==> src/rtl/pfs_pkg.sv <==
/*
  Shared constants of the fault supervisor: offsets, reset values,
  fields, timing counts and serial-port phases.
  Assumes a single 200 MHz clock domain for every user of this package.
*/
package pfs_pkg;

  // ****************************************************************
  // Sizes
  // ****************************************************************
  localparam int PFS_NSRC = 6;  // Bias supply plus five regulator inputs
  localparam int PFS_NREG = 7;  // Regulator outputs
  localparam int PFS_NSYNC = 17; // Asynchronous flags into the clock domain

  // ****************************************************************
  // Register offsets
  // ****************************************************************
  localparam logic [7:0] PFS_OFF_DEV_ID = 8'h00;
  localparam logic [7:0] PFS_OFF_REV_ID = 8'h01;
  localparam logic [7:0] PFS_OFF_ILIM = 8'h02;
  localparam logic [7:0] PFS_OFF_ENABLE = 8'h03;
  localparam logic [7:0] PFS_OFF_INTR = 8'h04;
  localparam logic [7:0] PFS_OFF_STAT = 8'h05;
  localparam logic [7:0] PFS_OFF_SUSP = 8'h06;

  // ****************************************************************
  // Reset and fixed values
  // ****************************************************************
  localparam logic [7:0] PFS_ILIM_RST = 8'h53;
  localparam logic [7:0] PFS_ILIM_MASK = 8'h7F; // Top bit reads zero
  localparam logic [7:0] PFS_ENABLE_RST = 8'h80;
  localparam logic [7:0] PFS_DEV_ID_VAL = 8'h5A; // Arbitrary value
  localparam logic [7:0] PFS_REV_ID_VAL = 8'h0A; // Arbitrary value
  localparam logic [6:0] PFS_SLAVE_ADDR = 7'h35;

  // ****************************************************************
  // Field positions
  // ****************************************************************
  localparam int PFS_BIT_TSD = 6;   // Thermal shutdown, int and status
  localparam int PFS_BIT_WARN = 7;  // Thermal warning, status
  localparam int PFS_BIT_CHIP = 7;  // Chip suspend, suspend register

  // ****************************************************************
  // Timing and counts
  // ****************************************************************
  localparam int PFS_CLK_MHZ = 200;
  localparam int PFS_HOLD_US = 20000; // Restart hold-off, 20 ms
  localparam int PFS_HOLD_CYC = PFS_HOLD_US * PFS_CLK_MHZ;
  localparam int PFS_HOLD_W = 23;
  localparam logic [2:0] PFS_FAULT_LIMIT = 3'h4;
  localparam logic [3:0] PFS_BITS_PER_BYTE = 4'h8;

  // ****************************************************************
  // Serial-port phases
  // ****************************************************************
  typedef enum logic [2:0]
  {
    PFS_PH_IDLE = 3'b000,
    PFS_PH_DEV = 3'b001,
    PFS_PH_REG = 3'b010,
    PFS_PH_WDATA = 3'b011,
    PFS_PH_RDATA = 3'b100
  } pfs_phase_t;

  // Regulators fed by each lockout source; source 0 is the bias supply
  function automatic logic [6:0] pfs_src_regs(input int src);
    case (src)
      0: pfs_src_regs = 7'h7F;
      1: pfs_src_regs = 7'h03;
      2: pfs_src_regs = 7'h0C;
      3: pfs_src_regs = 7'h10;
      4: pfs_src_regs = 7'h20;
      5: pfs_src_regs = 7'h40;
      default: pfs_src_regs = 7'h00;
    endcase
  endfunction

endpackage

==> src/rtl/pfs_fault_supervisor.sv <==
/*
  Fault supervisor of a seven-regulator power chip:
  lockout, hold-off, fault counts, thermal trips,
  interrupt, status and suspend registers on a two-wire port.
  Assumes comparator flags and pins are asynchronous levels;
  enables and current-limit selects go to analog blocks.
*/
// How it works
// - Input low sets lockout int and status
// - Status stays while input below rise
// - Falling trip shuts regulators, sets int
// - Recovery clears status, allows restart
// - Lockout shutdown sets suspend bits
// - Off 20 ms, restart only if recovered
// - Restart clears suspend bits
// - Fourth fault latches regulators off
// - Warning status held until release
// - Thermal trip: all off, int, bus alive
// - Shutdown status held while warning
// - Thermal shutdown sets chip suspend
// - One current-limit bit per regulator
// - Pin low only when all ints clear
// - Reading an interrupt bit clears it
// - Cooling clears thermal bits, restores
// - Control low clears ints, status, counts
`timescale 1ns/10ps
module pfs_fault_supervisor
  import pfs_pkg::*;
  #(parameter int HOLDOFF_CYCLES = PFS_HOLD_CYC)
  (
  // Clock and reset
  input wire logic ref_clk,
  input wire logic resetn,
  // Control pin
  input wire logic ctrl_pin,
  // Supply comparators, high means above the level
  input wire logic system_bias_supply_above_por,
  input wire logic system_bias_supply_above_rise,
  input wire logic system_bias_supply_above_fall,
  input wire logic [4:0] vin_above_rise,
  input wire logic [4:0] vin_above_fall,
  // Temperature comparators
  input wire logic thermal_warning_trip,
  input wire logic thermal_warning_release,
  input wire logic thermal_shutdown_trip,
  // Serial port pins
  input wire logic scl_i,
  input wire logic sda_i,
  output logic sda_o,
  output logic sda_oe,
  // Regulator controls
  output logic [6:0] reg_en,
  output logic [6:0] ilim_sel,
  // Fault interrupt pin
  output logic fault_int_pin
  );

  // ****************************************************************
  // Synchronised inputs
  // ****************************************************************
  logic [PFS_NSYNC-1:0] flags_s;
  logic [1:0] pins_s;
  logic ctrl_s, por_s, sys_rise_s, sys_fall_s;
  logic [4:0] vin_rise_s, vin_fall_s;
  logic warn_s, release_s, sd_s;
  logic [PFS_NSRC-1:0] src_rise, src_fall, src_armed;

  pfs_sync #(.W(PFS_NSYNC)) u_flag_sync
  (
    .ref_clk(ref_clk),
    .resetn(resetn),
    .async_in({ctrl_pin, system_bias_supply_above_por,
      system_bias_supply_above_rise, system_bias_supply_above_fall,
      vin_above_rise, vin_above_fall, thermal_warning_trip,
      thermal_warning_release, thermal_shutdown_trip}),
    .sync_out(flags_s)
  );

  pfs_sync #(.W(2)) u_pin_sync
  (
    .ref_clk(ref_clk),
    .resetn(resetn),
    .async_in({scl_i, sda_i}),
    .sync_out(pins_s)
  );

  assign {ctrl_s, por_s, sys_rise_s, sys_fall_s, vin_rise_s, vin_fall_s,
    warn_s, release_s, sd_s} = flags_s;
  assign src_rise = {vin_rise_s, sys_rise_s};
  assign src_fall = {vin_fall_s, sys_fall_s};
  // Bias lockout counts only past power-on level
  assign src_armed = {5'h1F, por_s};

  // ****************************************************************
  // Serial register port
  // ****************************************************************
  logic wr_stb, rd_stb;
  logic [7:0] wr_addr, wr_data, rd_addr, rd_data;

  pfs_i2c_slave u_port
  (
    .ref_clk(ref_clk),
    .resetn(resetn),
    .scl_s(pins_s[1]),
    .sda_s(pins_s[0]),
    .sda_o(sda_o),
    .sda_oe(sda_oe),
    .wr_stb(wr_stb),
    .wr_addr(wr_addr),
    .wr_data(wr_data),
    .rd_stb(rd_stb),
    .rd_addr(rd_addr),
    .rd_data(rd_data)
  );

  // Shared address decode
  function automatic logic addr_is(input logic [7:0] a,
    input logic [7:0] off);
    addr_is = (a == off);
  endfunction

  // ****************************************************************
  // Lockout sources
  // ****************************************************************
  logic [PFS_NSRC-1:0] src_below, src_int_set, src_fall_evt;
  logic [PFS_NSRC-1:0] src_restart, src_off;

  genvar g;
  generate
    for (g = 0; g < PFS_NSRC; g = g + 1)
    begin : g_src
      logic shut_r, lat_r, fall_prev_r, below_prev_r;
      logic [2:0] cnt_r;
      logic [PFS_HOLD_W-1:0] hold_r;

      assign src_below[g] = ctrl_s & src_armed[g] & ~src_rise[g];
      assign src_int_set[g] = (src_below[g] & ~below_prev_r) |
        src_fall_evt[g];
      assign src_fall_evt[g] = ctrl_s & fall_prev_r & ~src_fall[g] &
        ~shut_r;
      // Restart needs expired hold-off, recovered input
      assign src_restart[g] = ctrl_s & shut_r & ~lat_r &
        (hold_r == '0) & src_rise[g];
      assign src_off[g] = shut_r | lat_r;

      // Shutdown, hold-off and fault count per source
      always_ff @(posedge ref_clk or negedge resetn)
      begin
        if (!resetn)
        begin
          shut_r <= 1'b0;
          lat_r <= 1'b0;
          cnt_r <= 3'h0;
          hold_r <= '0;
          fall_prev_r <= 1'b0;
          below_prev_r <= 1'b0;
        end
        else
        begin
          fall_prev_r <= src_fall[g];
          below_prev_r <= src_below[g];
          if (!ctrl_s)
          begin
            shut_r <= 1'b0;
            lat_r <= 1'b0;
            cnt_r <= 3'h0;
            hold_r <= '0;
          end
          else if (src_fall_evt[g])
          begin
            shut_r <= 1'b1;
            hold_r <= PFS_HOLD_W'(HOLDOFF_CYCLES);
            cnt_r <= cnt_r + 3'h1;
            if (cnt_r + 3'h1 == PFS_FAULT_LIMIT)
              lat_r <= 1'b1;
          end
          else if (src_restart[g])
            shut_r <= 1'b0;
          else if (hold_r != '0)
            hold_r <= hold_r - PFS_HOLD_W'(1);
        end
      end
    end
  endgenerate

  // Fold sources onto the regulators they feed
  logic [6:0] off_mask, susp_set, susp_clr;

  always_comb
  begin
    off_mask = 7'h00;
    susp_set = 7'h00;
    susp_clr = 7'h00;
    for (int i = 0; i < PFS_NSRC; i++)
    begin
      if (src_off[i])
        off_mask = off_mask | pfs_src_regs(i);
      if (src_fall_evt[i])
        susp_set = susp_set | pfs_src_regs(i);
      if (src_restart[i])
        susp_clr = susp_clr | pfs_src_regs(i);
    end
  end

  // ****************************************************************
  // Thermal supervision
  // ****************************************************************
  logic warn_r, tsd_r, sd_prev_r, tsd_evt;

  assign tsd_evt = ctrl_s & sd_s & ~sd_prev_r;

  // Warning with hysteresis; shutdown held until warning releases
  always_ff @(posedge ref_clk or negedge resetn)
  begin
    if (!resetn)
    begin
      warn_r <= 1'b0;
      tsd_r <= 1'b0;
      sd_prev_r <= 1'b0;
    end
    else
    begin
      sd_prev_r <= sd_s;
      if (!ctrl_s)
      begin
        warn_r <= 1'b0;
        tsd_r <= 1'b0;
      end
      else
      begin
        if (warn_s)
          warn_r <= 1'b1;
        else if (!release_s)
          warn_r <= 1'b0;
        if (tsd_evt)
          tsd_r <= 1'b1;
        else if (!warn_r)
          tsd_r <= 1'b0;
      end
    end
  end

  // ****************************************************************
  // Interrupt, status and suspend registers
  // ****************************************************************
  logic [6:0] int_r, susp_r, int_clr;
  logic [5:0] stat_r;

  // Clear only what the host captured; a new event in that cycle stays
  assign int_clr = (rd_stb && addr_is(rd_addr, PFS_OFF_INTR)) ?
    int_r : 7'h00;

  always_ff @(posedge ref_clk or negedge resetn)
  begin
    if (!resetn)
    begin
      int_r <= 7'h00;
      stat_r <= 6'h00;
      susp_r <= 7'h00;
    end
    else if (!ctrl_s)
    begin
      int_r <= 7'h00;
      stat_r <= 6'h00;
      susp_r <= 7'h00;
    end
    else
    begin
      int_r <= (int_r & ~int_clr) | {tsd_evt, src_int_set};
      stat_r <= src_below;
      susp_r <= (susp_r & ~susp_clr) | susp_set;
    end
  end

  // ****************************************************************
  // Host-written registers
  // ****************************************************************
  logic [7:0] ilim_r, enable_r;

  // Kept through control low; only the port writes
  always_ff @(posedge ref_clk or negedge resetn)
  begin
    if (!resetn)
    begin
      ilim_r <= PFS_ILIM_RST;
      enable_r <= PFS_ENABLE_RST;
    end
    else if (wr_stb)
    begin
      if (addr_is(wr_addr, PFS_OFF_ILIM))
        ilim_r <= wr_data & PFS_ILIM_MASK;
      if (addr_is(wr_addr, PFS_OFF_ENABLE))
        enable_r <= wr_data;
    end
  end

  // Read mux; unmapped offsets read zero
  always_comb
  begin
    case (rd_addr)
      PFS_OFF_DEV_ID: rd_data = PFS_DEV_ID_VAL;
      PFS_OFF_REV_ID: rd_data = PFS_REV_ID_VAL;
      PFS_OFF_ILIM: rd_data = ilim_r;
      PFS_OFF_ENABLE: rd_data = enable_r;
      PFS_OFF_INTR: rd_data = {1'b0, int_r};
      PFS_OFF_STAT: rd_data = {warn_r, tsd_r, stat_r};
      PFS_OFF_SUSP: rd_data = {tsd_r, susp_r};
      default: rd_data = 8'h00;
    endcase
  end

  // ****************************************************************
  // Outputs
  // ****************************************************************
  // Enables come back by themselves once faults clear, except those latched off by a fourth fault, so the
  // pre-shutdown state is restored without software help
  always_ff @(posedge ref_clk or negedge resetn)
  begin
    if (!resetn)
    begin
      reg_en <= 7'h00;
      ilim_sel <= 7'h00;
      fault_int_pin <= 1'b0;
    end
    else
    begin
      reg_en <= (ctrl_s & ~tsd_r & ~tsd_evt) ?
        (enable_r[6:0] & ~off_mask) : 7'h00;
      ilim_sel <= ilim_r[6:0];
      fault_int_pin <= |int_r;
    end
  end

endmodule

==> src/rtl/pfs_i2c_slave.sv <==
/*
  Two-wire serial slave: address match, register pointer, sequential
  writes and reads. Assumes SCL and SDA already synchronised to ref_clk;
  read data arrives combinationally for the address on rd_addr.
*/
`timescale 1ns/10ps
module pfs_i2c_slave
  import pfs_pkg::*;
  (
  // Clock and reset
  input wire logic ref_clk,
  input wire logic resetn,
  // Synchronised pins
  input wire logic scl_s,
  input wire logic sda_s,
  // Open-drain data drive
  output logic sda_o,
  output logic sda_oe,
  // Register write
  output logic wr_stb,
  output logic [7:0] wr_addr,
  output logic [7:0] wr_data,
  // Register read
  output logic rd_stb,
  output logic [7:0] rd_addr,
  input wire logic [7:0] rd_data
  );

  pfs_phase_t phase_r;
  logic scl_prev_r, sda_prev_r, ack_r, rw_r, mack_r, drive_r;
  logic [3:0] bit_cnt_r;
  logic [7:0] shreg_r, ptr_r;
  logic scl_rise, scl_fall, start_c, stop_c;

  // ****************************************************************
  // Bus conditions
  // ****************************************************************
  always_ff @(posedge ref_clk or negedge resetn)
  begin
    if (!resetn)
    begin
      scl_prev_r <= 1'b1;
      sda_prev_r <= 1'b1;
    end
    else
    begin
      scl_prev_r <= scl_s;
      sda_prev_r <= sda_s;
    end
  end

  assign scl_rise = scl_s & ~scl_prev_r;
  assign scl_fall = ~scl_s & scl_prev_r;
  assign start_c = scl_s & scl_prev_r & sda_prev_r & ~sda_s;
  assign stop_c = scl_s & scl_prev_r & ~sda_prev_r & sda_s;

  // Load a read byte after the address ack or a master ack
  assign rd_stb = scl_fall & ack_r & ~start_c & ~stop_c &
    (((phase_r == PFS_PH_DEV) & rw_r) |
     ((phase_r == PFS_PH_RDATA) & mack_r));
  assign rd_addr = ptr_r;
  assign sda_o = 1'b0;
  assign sda_oe = drive_r;

  // ****************************************************************
  // Protocol engine
  // ****************************************************************
  always_ff @(posedge ref_clk or negedge resetn)
  begin
    if (!resetn)
    begin
      phase_r <= PFS_PH_IDLE;
      bit_cnt_r <= 4'h0;
      shreg_r <= 8'h00;
      ptr_r <= 8'h00;
      ack_r <= 1'b0;
      rw_r <= 1'b0;
      mack_r <= 1'b0;
      drive_r <= 1'b0;
      wr_stb <= 1'b0;
      wr_addr <= 8'h00;
      wr_data <= 8'h00;
    end
    else
    begin
      wr_stb <= 1'b0;
      if (start_c)
      begin
        phase_r <= PFS_PH_DEV;
        bit_cnt_r <= 4'h0;
        ack_r <= 1'b0;
        drive_r <= 1'b0;
      end
      else if (stop_c)
      begin
        phase_r <= PFS_PH_IDLE;
        ack_r <= 1'b0;
        drive_r <= 1'b0;
      end
      else if (phase_r != PFS_PH_IDLE && scl_rise)
      begin
        if (ack_r)
          mack_r <= ~sda_s;
        else
        begin
          bit_cnt_r <= bit_cnt_r + 4'h1;
          if (phase_r != PFS_PH_RDATA)
            shreg_r <= {shreg_r[6:0], sda_s};
        end
      end
      else if (phase_r != PFS_PH_IDLE && scl_fall)
      begin
        if (ack_r)
        begin
          ack_r <= 1'b0;
          drive_r <= 1'b0;
          if (rd_stb)
          begin
            // Capture exactly what the register file shows now
            phase_r <= PFS_PH_RDATA;
            shreg_r <= rd_data;
            drive_r <= ~rd_data[7];
            ptr_r <= ptr_r + 8'h01;
          end
          else if (phase_r == PFS_PH_DEV)
            phase_r <= PFS_PH_REG;
          else if (phase_r == PFS_PH_REG)
            phase_r <= PFS_PH_WDATA;
          else if (phase_r == PFS_PH_RDATA)
            phase_r <= PFS_PH_IDLE; // Master refused more data
        end
        else if (bit_cnt_r == PFS_BITS_PER_BYTE)
        begin
          bit_cnt_r <= 4'h0;
          ack_r <= 1'b1;
          drive_r <= (phase_r != PFS_PH_RDATA);
          mack_r <= 1'b0;
          case (phase_r)
            PFS_PH_DEV:
            begin
              if (shreg_r[7:1] == PFS_SLAVE_ADDR)
                rw_r <= shreg_r[0];
              else
              begin
                phase_r <= PFS_PH_IDLE;
                ack_r <= 1'b0;
                drive_r <= 1'b0;
              end
            end
            PFS_PH_REG: ptr_r <= shreg_r;
            PFS_PH_WDATA:
            begin
              wr_stb <= 1'b1;
              wr_addr <= ptr_r;
              wr_data <= shreg_r;
              ptr_r <= ptr_r + 8'h01;
            end
            default: ;
          endcase
        end
        else if (phase_r == PFS_PH_RDATA)
        begin
          shreg_r <= {shreg_r[6:0], 1'b0};
          drive_r <= ~shreg_r[6];
        end
      end
    end
  end

endmodule

==> src/rtl/pfs_sync.sv <==
/*
  Two-flop synchroniser for a vector of independent level signals.
  Assumes each bit is a slow level; multi-bit coherence is not kept.
*/
`timescale 1ns/10ps
module pfs_sync
  #(parameter int W = 1)
  (
  // Clock and reset
  input wire logic ref_clk,
  input wire logic resetn,
  // Levels
  input wire logic [W-1:0] async_in,
  output logic [W-1:0] sync_out
  );

  logic [W-1:0] meta_r;

  // First stage feeds only the second stage
  always_ff @(posedge ref_clk or negedge resetn)
  begin
    if (!resetn)
    begin
      meta_r <= '0;
      sync_out <= '0;
    end
    else
    begin
      meta_r <= async_in;
      sync_out <= meta_r;
    end
  end

endmodule
==> config.mk <==
export PLATFORM = sky130hd
export DESIGN_NAME = pfs_fault_supervisor
export DESIGN_NICKNAME = d
export VERILOG_FILES = /design/src/rtl/pfs_pkg.sv /design/src/rtl/pfs_fault_supervisor.sv /design/src/rtl/pfs_i2c_slave.sv /design/src/rtl/pfs_sync.sv
export SDC_FILE = /design/constraint.sdc
export NUM_CORES = 1
export LEC_CHECK = 0
export BUFFER_PORTS_ARGS = -buffer_cell sky130_fd_sc_hd__buf_4
export CELL_PAD_IN_SITES_DETAIL_PLACEMENT = 2
export CELL_PAD_IN_SITES_GLOBAL_PLACEMENT = 2
export CORE_ASPECT_RATIO = 0.75
export CORE_MARGIN = 4
export CORE_UTILIZATION = 38
export DETAILED_ROUTE_END_ITERATION = 10
export PLACE_DENSITY_LB_ADDON = 0.25
export SLEW_MARGIN = 10
export SYNTH_ARGS = -nofsm -noshare
export SYNTH_HDL_FRONTEND = slang
export SYNTH_SLANG_ARGS = --single-unit
export TNS_END_PERCENT = 20
==> constraint.sdc <==
create_clock -name ref_clk -period 2.5 [get_ports ref_clk]
set_clock_uncertainty 0.05 [all_clocks]
set_input_delay 0.5 -clock ref_clk [delete_from_list [all_inputs] [get_ports ref_clk]]
set_output_delay 0.5 -clock ref_clk [all_outputs]
set_load 0.02 [all_outputs]
Word-level counts from Yosys, hierarchy flattened

Cells that the tools add are included.

Equality and inequality tests: 63
$add $sub $neg: 14
Bitwise gates (word level): 151
Reductions and logical operators: 53
Mux-type cells: 178

Operators by type and width:

| operator                                                              | count |
|---|---|
| 23-bit two-way mux                                                    | 24 |
| 7-bit two-way mux                                                     | 37 |
| 23-bit logical NOT                                                    | 6 |
| 23-bit nonzero test                                                   | 6 |
| 23-bit by 1-bit subtractor with 23-bit output (second input constant) | 6 |
| 7-bit bitwise OR                                                      | 17 |
| 8-bit two-way mux                                                     | 11 |
| 1-bit bitwise AND                                                     | 72 |
| 1-bit two-way mux                                                     | 72 |
| 3-bit two-way mux                                                     | 24 |
| 3-bit inequality test (second input constant)                         | 21 |
| 8-bit case mux with 7 select lines                                    | 1 |
| 1-bit NOT                                                             | 43 |
| 2-bit inequality test (second input constant)                         | 17 |
| 8-bit by 2-bit == test with 1-bit output (second input constant)      | 4 |
| 2-bit AND reduction                                                   | 15 |
| 4-bit two-way mux                                                     | 7 |
| 8-bit by 3-bit == test with 1-bit output (second input constant)      | 3 |
| 7-bit bitwise AND                                                     | 3 |
| 3-bit == test (second input constant)                                 | 7 |
| 7-bit NOT                                                             | 3 |
| 3-bit by 1-bit adder with 3-bit output (second input constant)        | 6 |
| 3-bit nonzero test                                                    | 6 |
| 8-bit case mux with 2 select lines                                    | 1 |
| other kinds (24)                                                      | 47 |

Bits in registers: 317
Bits of input ports: 21
Output and inout port bits: 17

Depth between registers and ports, before layout

Depth in word-level cells: 19
Gate-level depth with buffers: 9

Cells and area by module

Synthesis repeated with hierarchy kept, for this count alone.

Cell total of the unflattened synthesis: 1404
Area total of the unflattened synthesis: 14725.4 µm²

By module, submodules not included:

| module                 | seq. area each (µm²) | instances | area each (µm²) | cells an instance |
|---|---|---|---|---|
| pfs_fault_supervisor   | 5711.7               | 1         | 11305.8         | 1135 |
| pfs_i2c_slave          | 1153.6               | 1         | 2468.6          | 231 |
| pfs_sync (u_flag_sync) | 850.8                | 1         | 850.8           | 34 |
| pfs_sync (u_pin_sync)  | 100.1                | 1         | 100.1           | 4 |

Worst setup path after synthesis

No wires, ideal clock.

Path type: register to register
Start point: register g_src[3].hold_r[0]
End point: register susp_r[4]
Stages on the path, launching flop included: 9
Path buffers: 1
Arrival: 2266 ps
Path slack: 58 ps
Required time: 2323 ps
Period minus slack after synthesis: 2442 ps
Setup time: 127 ps
Cell sequence: dfrtp_1 > inv_1 > ha_1 > or4b_1 > or4_1 > clkbuf_1 > nor2_1 > nand3_1 > a311o_1

Cells in the longest elaborated chain, start to end: 12

RTL lines:

| what                   | line                        | text |
|---|---|---|
| from (decl)            | pfs_fault_supervisor.sv:134 | `logic [PFS_HOLD_W-1:0] hold_r;` |
| from (signal assigned) | pfs_fault_supervisor.sv:172 | `hold_r <= PFS_HOLD_W'(HOLDOFF_CYCLES);` |
| from (signal assigned) | pfs_fault_supervisor.sv:180 | `hold_r <= hold_r - PFS_HOLD_W'(1);` |
| 23-bit logical NOT *   | pfs_fault_supervisor.sv:143 | `(hold_r == '0) & src_rise[g];` |
| 1-bit bitwise AND *    | pfs_fault_supervisor.sv:142 | `assign src_restart[g] = ctrl_s & shut_r & ~lat_r &` |
| 1-bit bitwise AND *    | pfs_fault_supervisor.sv:143 |  |
| 7-bit two-way mux *    | pfs_fault_supervisor.sv:200 | `if (src_restart[i])` |
| 7-bit bitwise OR       | pfs_fault_supervisor.sv:201 | `susp_clr = susp_clr \| pfs_src_regs(i);` |
| 7-bit two-way mux *    | pfs_fault_supervisor.sv:200 |  |
| 7-bit bitwise OR       | pfs_fault_supervisor.sv:201 |  |
| 7-bit two-way mux *    | pfs_fault_supervisor.sv:200 |  |
| 7-bit NOT *            | pfs_fault_supervisor.sv:271 | `susp_r <= (susp_r & ~susp_clr) \| susp_set;` |
| 7-bit bitwise AND *    | pfs_fault_supervisor.sv:271 |  |
| 7-bit bitwise OR *     | pfs_fault_supervisor.sv:271 |  |
| 7-bit two-way mux *    | pfs_fault_supervisor.sv:261 | `else if (!ctrl_s)` |
| to (signal assigned)   | pfs_fault_supervisor.sv:271 |  |
| to (decl)              | pfs_fault_supervisor.sv:246 | `logic [6:0] int_r, susp_r, int_clr;` |

Mark *: on every way between the ends. The rest lies on a longest branch, timed or not.
A chain may end at the register's enable or synchronous reset.

Worst setup path in the final report

Start point: register g_src[2].hold_r[3]
End point: register g_src[2].hold_r[11]

Cells in the longest elaborated chain, start to end: 5
Elaborated cells between the ends (all ways): 12

RTL lines:

| what                                                                                       | line |
|---|---|
| from (decl)                                                                                | pfs_fault_supervisor.sv:134 |
| from (signal assigned)                                                                     | pfs_fault_supervisor.sv:172 |
| from (signal assigned)                                                                     | pfs_fault_supervisor.sv:180 |
| 23-bit by 1-bit subtractor with 23-bit output / 23-bit logical NOT (equally long branches) | pfs_fault_supervisor.sv:180, pfs_fault_supervisor.sv:143 |
| 23-bit two-way mux / 1-bit bitwise AND (equally long branches)                             | pfs_fault_supervisor.sv:179, pfs_fault_supervisor.sv:142 |
| 23-bit two-way mux / 1-bit bitwise AND (equally long branches)                             | pfs_fault_supervisor.sv:177, pfs_fault_supervisor.sv:143 |
| 23-bit two-way mux / 3-bit inequality test (equally long branches)                         | n/a |
| 23-bit two-way mux / 2-bit AND reduction (equally long branches)                           | n/a |

Parallel ways exist; a longest one is shown, timed or not. The select of a mux whose other input is x is not followed.

==> reports/metrics.csv <==
stage,metric,value,unit
clock_network,TritonCTS clock tree,yes,
logic_synthesis,largest family of logic cells by synthesized area,simple AND/OR/NAND/NOR gates,
clock_network,TritonCTS Buffers,36,
sta,maximum clock frequency,405,MHz
global_routing,largest net degree at the start of global routing,58,
logic_synthesis,"Avg Cell Area, Syn",10.3,um2
cells_and_area,area grow syn2layout,19.7,%
sta,Tcrit/Tclk final,98.8,%
sta,Fin. Hold Viols,0,
global_routing,total global routing overflow,0,
cells_and_area,"most common cell after layout, fill and taps aside",dfrtp_1,
floorplan,DIE HEIGHT,178,um
place,post-DP HPWL,30200,um
floorplan,starting density of the core,39.0,%
drt,total wire length,45300,um
worst_setup_path,Crit path top cell by count,or4_4,
clock_network,Setup Buffers After CTS,0,
worst_setup_path,CP Data Required Time,2.85,ns
logic_synthesis,ys flop type,dfrtp_1,
cells_and_area,share of layout cells above drive strength 1,18.1,%
drt,Vias,11800,
clock_network,clock root buffer master,clkbuf_16,
logic_synthesis,Post-Syn Area,14600,um2
clock_network,clk_lat worst skew,0.53,ns
logic_synthesis,Post-Synth XOR/XNOR Area,4.55,%
place,PortBufs,36,
logic_synthesis,Seq cells post-synth,312,
sta,Final Setup Violations,0,
worst_setup_path,Crit path largest cell delay,0.61,ns
pwr,PwrDens,1230,nW/um2
clock_network,Sink Count,312,
global_routing,initial antenna violation count,0,
drt,vias per cell,5.73,
floorplan,# rows,61,
logic_synthesis,post-synthesis sequential area ratio,53.5,%
logic_synthesis,Simple-Gate Fraction of Synth Area,20.0,%
worst_setup_path,reg2reg start,g_src[2].hold_r[3],
logic_synthesis,Unique masters post-synth,82,
clock_network,CTS Buffer Depth,3,
worst_setup_path,Crit Path Class,register to register,
cells_and_area,Antenna Cells,0,
cells_and_area,final core utilization,46.7,%
logic_synthesis,ys async rst share,100,%
sta,RSZ-0062 raised after global routing,true,
drt,number of remaining DRC errors,0,
global_routing,gr usage total,22.0,%
job,max_cap viols,0,
worst_setup_path,Worst Reg-to-Reg Cells,5,
worst_setup_path,critical path launch point,g_src[2].hold_r[3],
logic_synthesis,post-synthesis compound-gate area fraction,13.6,%
drt,DRT Pass-1 Iters,5,
clock_network,Worst-path clk slew,0.06,ns
floorplan,die area,41700,um2
sta,fin crit period,2.47,ns
worst_setup_path,crit path DAT,2.82,ns
worst_setup_path,crit path capture,g_src[2].hold_r[11],
worst_setup_path,critical-path cell list,or4_4 > or4_4 > o211ai_4 > nor3_1 > o31a_1,
floorplan,Die X,234,um
sta,Max-slew headroom,46.7,%
worst_setup_path,CP Launch Type,register,
global_routing,first-pass GRT wire length,74200,um
worst_setup_path,CP max FO,8,
worst_setup_path,Critical-path top delay cell,or4_4,
cells_and_area,nets@finish,1577,
logic_synthesis,Post-Synth Adder-Cell Area,2.05,%
worst_setup_path,reg-to-reg endpoint,g_src[2].hold_r[11],
drt,wire per inst,21.9,um
global_routing,number of global-route vias before repair,13200,
pwr,Peak VDD IR,0.625,mV
worst_setup_path,CP endpoint kind,register,
floorplan,I/O pin count,38,
place,GPL Wtd Cong,0.829,
pwr,Design Power,21600,uW
sta,Final Max Slew Viols,0,
logic_synthesis,Mapped Cells,1419,
cells_and_area,most frequent cells in the layout,"304 x dfrtp_1, 150 x nor2_1, 123 x buf_4",
hold_path,Tightest Hold Check Type,input pin to register,
clock_network,H-tree Lvls,2,
drt,DRT iter0 DRCs,662,
worst_setup_path,Reg2Reg Setup Slack,0.03,ns
logic_synthesis,Ys Warns,0,
sta,Least-Margin Pin Slew,0.788,ns
logic_synthesis,mux contribution to synthesized area,3.84,%
logic_synthesis,syn nets,1464,
drt,antenna-violating nets left,0,
pwr,Static Leak,0.00786,uW
logic_synthesis,Post-synth EDFFs,0,
status,outcome,finished clean,
floorplan,Core ar.,37500,um2
synthesized netlist by cell type (all sizes together) (9+ instances only):
master / n / area share, %
nor2: 151 / 3.9
nand2: 112 / 2.9
dfrtp: 305 / 52
a211oi: 14 / 0.72
ha: 24 / 2.1
xor2: 49 / 2.9
mux2i: 11 / 0.75
nor4: 33 / 1.6
nor4b: 16 / 1.0
nor3: 44 / 1.5
inv: 29 / 0.74
clkbuf: 50 / 1.3
or3: 35 / 1.5
a21oi: 83 / 2.8
xnor2: 27 / 1.6
a31oi: 26 / 1.1
nand2b: 10 / 0.43
or4: 31 / 1.6
nand3: 45 / 1.5
o211ai: 27 / 1.5
nand4: 13 / 0.56
mux2: 40 / 3.1
nor3b: 9 / 0.46
o21ai: 82 / 2.8
buf: 11 / 0.45
worst max-delay path: cells and delay by family (launching register included):
kind	cells	cell delay, ns
simple gates	3	1.30
compound gates	2	0.58
flops	1	0.42
final cells by class:
type	count	area (um2)
Fill cell	3873	20000
Sequential cell	312	7820
Multi-Input combinational cell	1017	6530
Timing Repair Buffer	136	1110
Clock buffer	49	1040
Tap cell	504	631
Clock inverter	17	258
Inverter	29	109
where the power goes:
group	internal [uW]	switching [uW]	total, uW
Combinational	3560	5120	8680
Clock	3560	2260	5820
Sequential	6010	1090	7100
metal layers:
layer / wire, um / vias up / track usage (%)
met5: 0 / - / 0
met3: 1250 / 57 / 2.95
met4: 784 / 0 / 4.38
met2: 22200 / 145 / 37.6
met1: 21000 / 6215 / 30.0
li1: - / 5406 / -
repair_timing:
action                                 CTS  global route
pin swaps                                1             3
gates resized for setup                  7            14
setup endpoints to repair               10            32
hold buffers                             4             1
endpoints found under the hold margin   50             1
worst min-delay path by stage:
stage | startpoint | to | slack, ns | cells past startpoint
finish | thermal_warning_release | u_flag_sync.meta_r[1] | 0.03 | 1
detailed placement | u_flag_sync.meta_r[16] | u_flag_sync.sync_out[16] | 0.29 | 0
floorplan | resetn | enable_r[0] | 0.15 | 0
global placement | u_flag_sync.meta_r[13] | u_flag_sync.sync_out[13] | 0.28 | 0
CTS | sda_i | u_pin_sync.meta_r[0] | 0.0007 | 1
global route | thermal_warning_release | u_flag_sync.meta_r[1] | 0.003 | 1
metrics by stage:
step                      setup TNS [ns]  hold WS (ns)  std cells  setup WS, ns  cell area [um2]
after floorplan                        0         0.154       1419        0.0579            14600
after global routing              -0.238       0.00316       2064       -0.0655            17500
after CTS                        -0.0610      0.000665       2063       -0.0372            17400
after global placement                 0         0.283       1993        0.0560            16100
final                                  0        0.0271       2064        0.0312            17500
after detailed placement          -0.529         0.286       1993        -0.138            16100
flip-flops by register name, summed over array words and instances, names as in the netlist, 7 cells and up:
register and flops:
g_src.hold_r 138, g_src.cnt_r 18, u_flag_sync.meta_r 17, u_flag_sync.sync_out 17, enable_r 8, u_port.rd_addr 8
u_port.shreg_r 8, u_port.wr_addr 8, u_port.wr_data 8, ilim_r 7, ilim_sel 7, int_r 7
reg_en 7, susp_r 7
cell families (layout without fill, tap and decap cells):
| kind of cell | Yosys count | in the layout |
|---|---|---|
| buffers and inverters | 90 | 231 |
| flip-flops | 312 | 312 |
| XOR/XNOR | 76 | 76 |
| AO/OA/AOI/OAI | 309 | 309 |
| AND/OR/NAND/NOR | 556 | 556 |
| multiplexers | 51 | 51 |
| adder cells (fa/ha/maj) | 24 | 24 |
| other | 1 | 1 |
(Power assumes the default switching activity.)
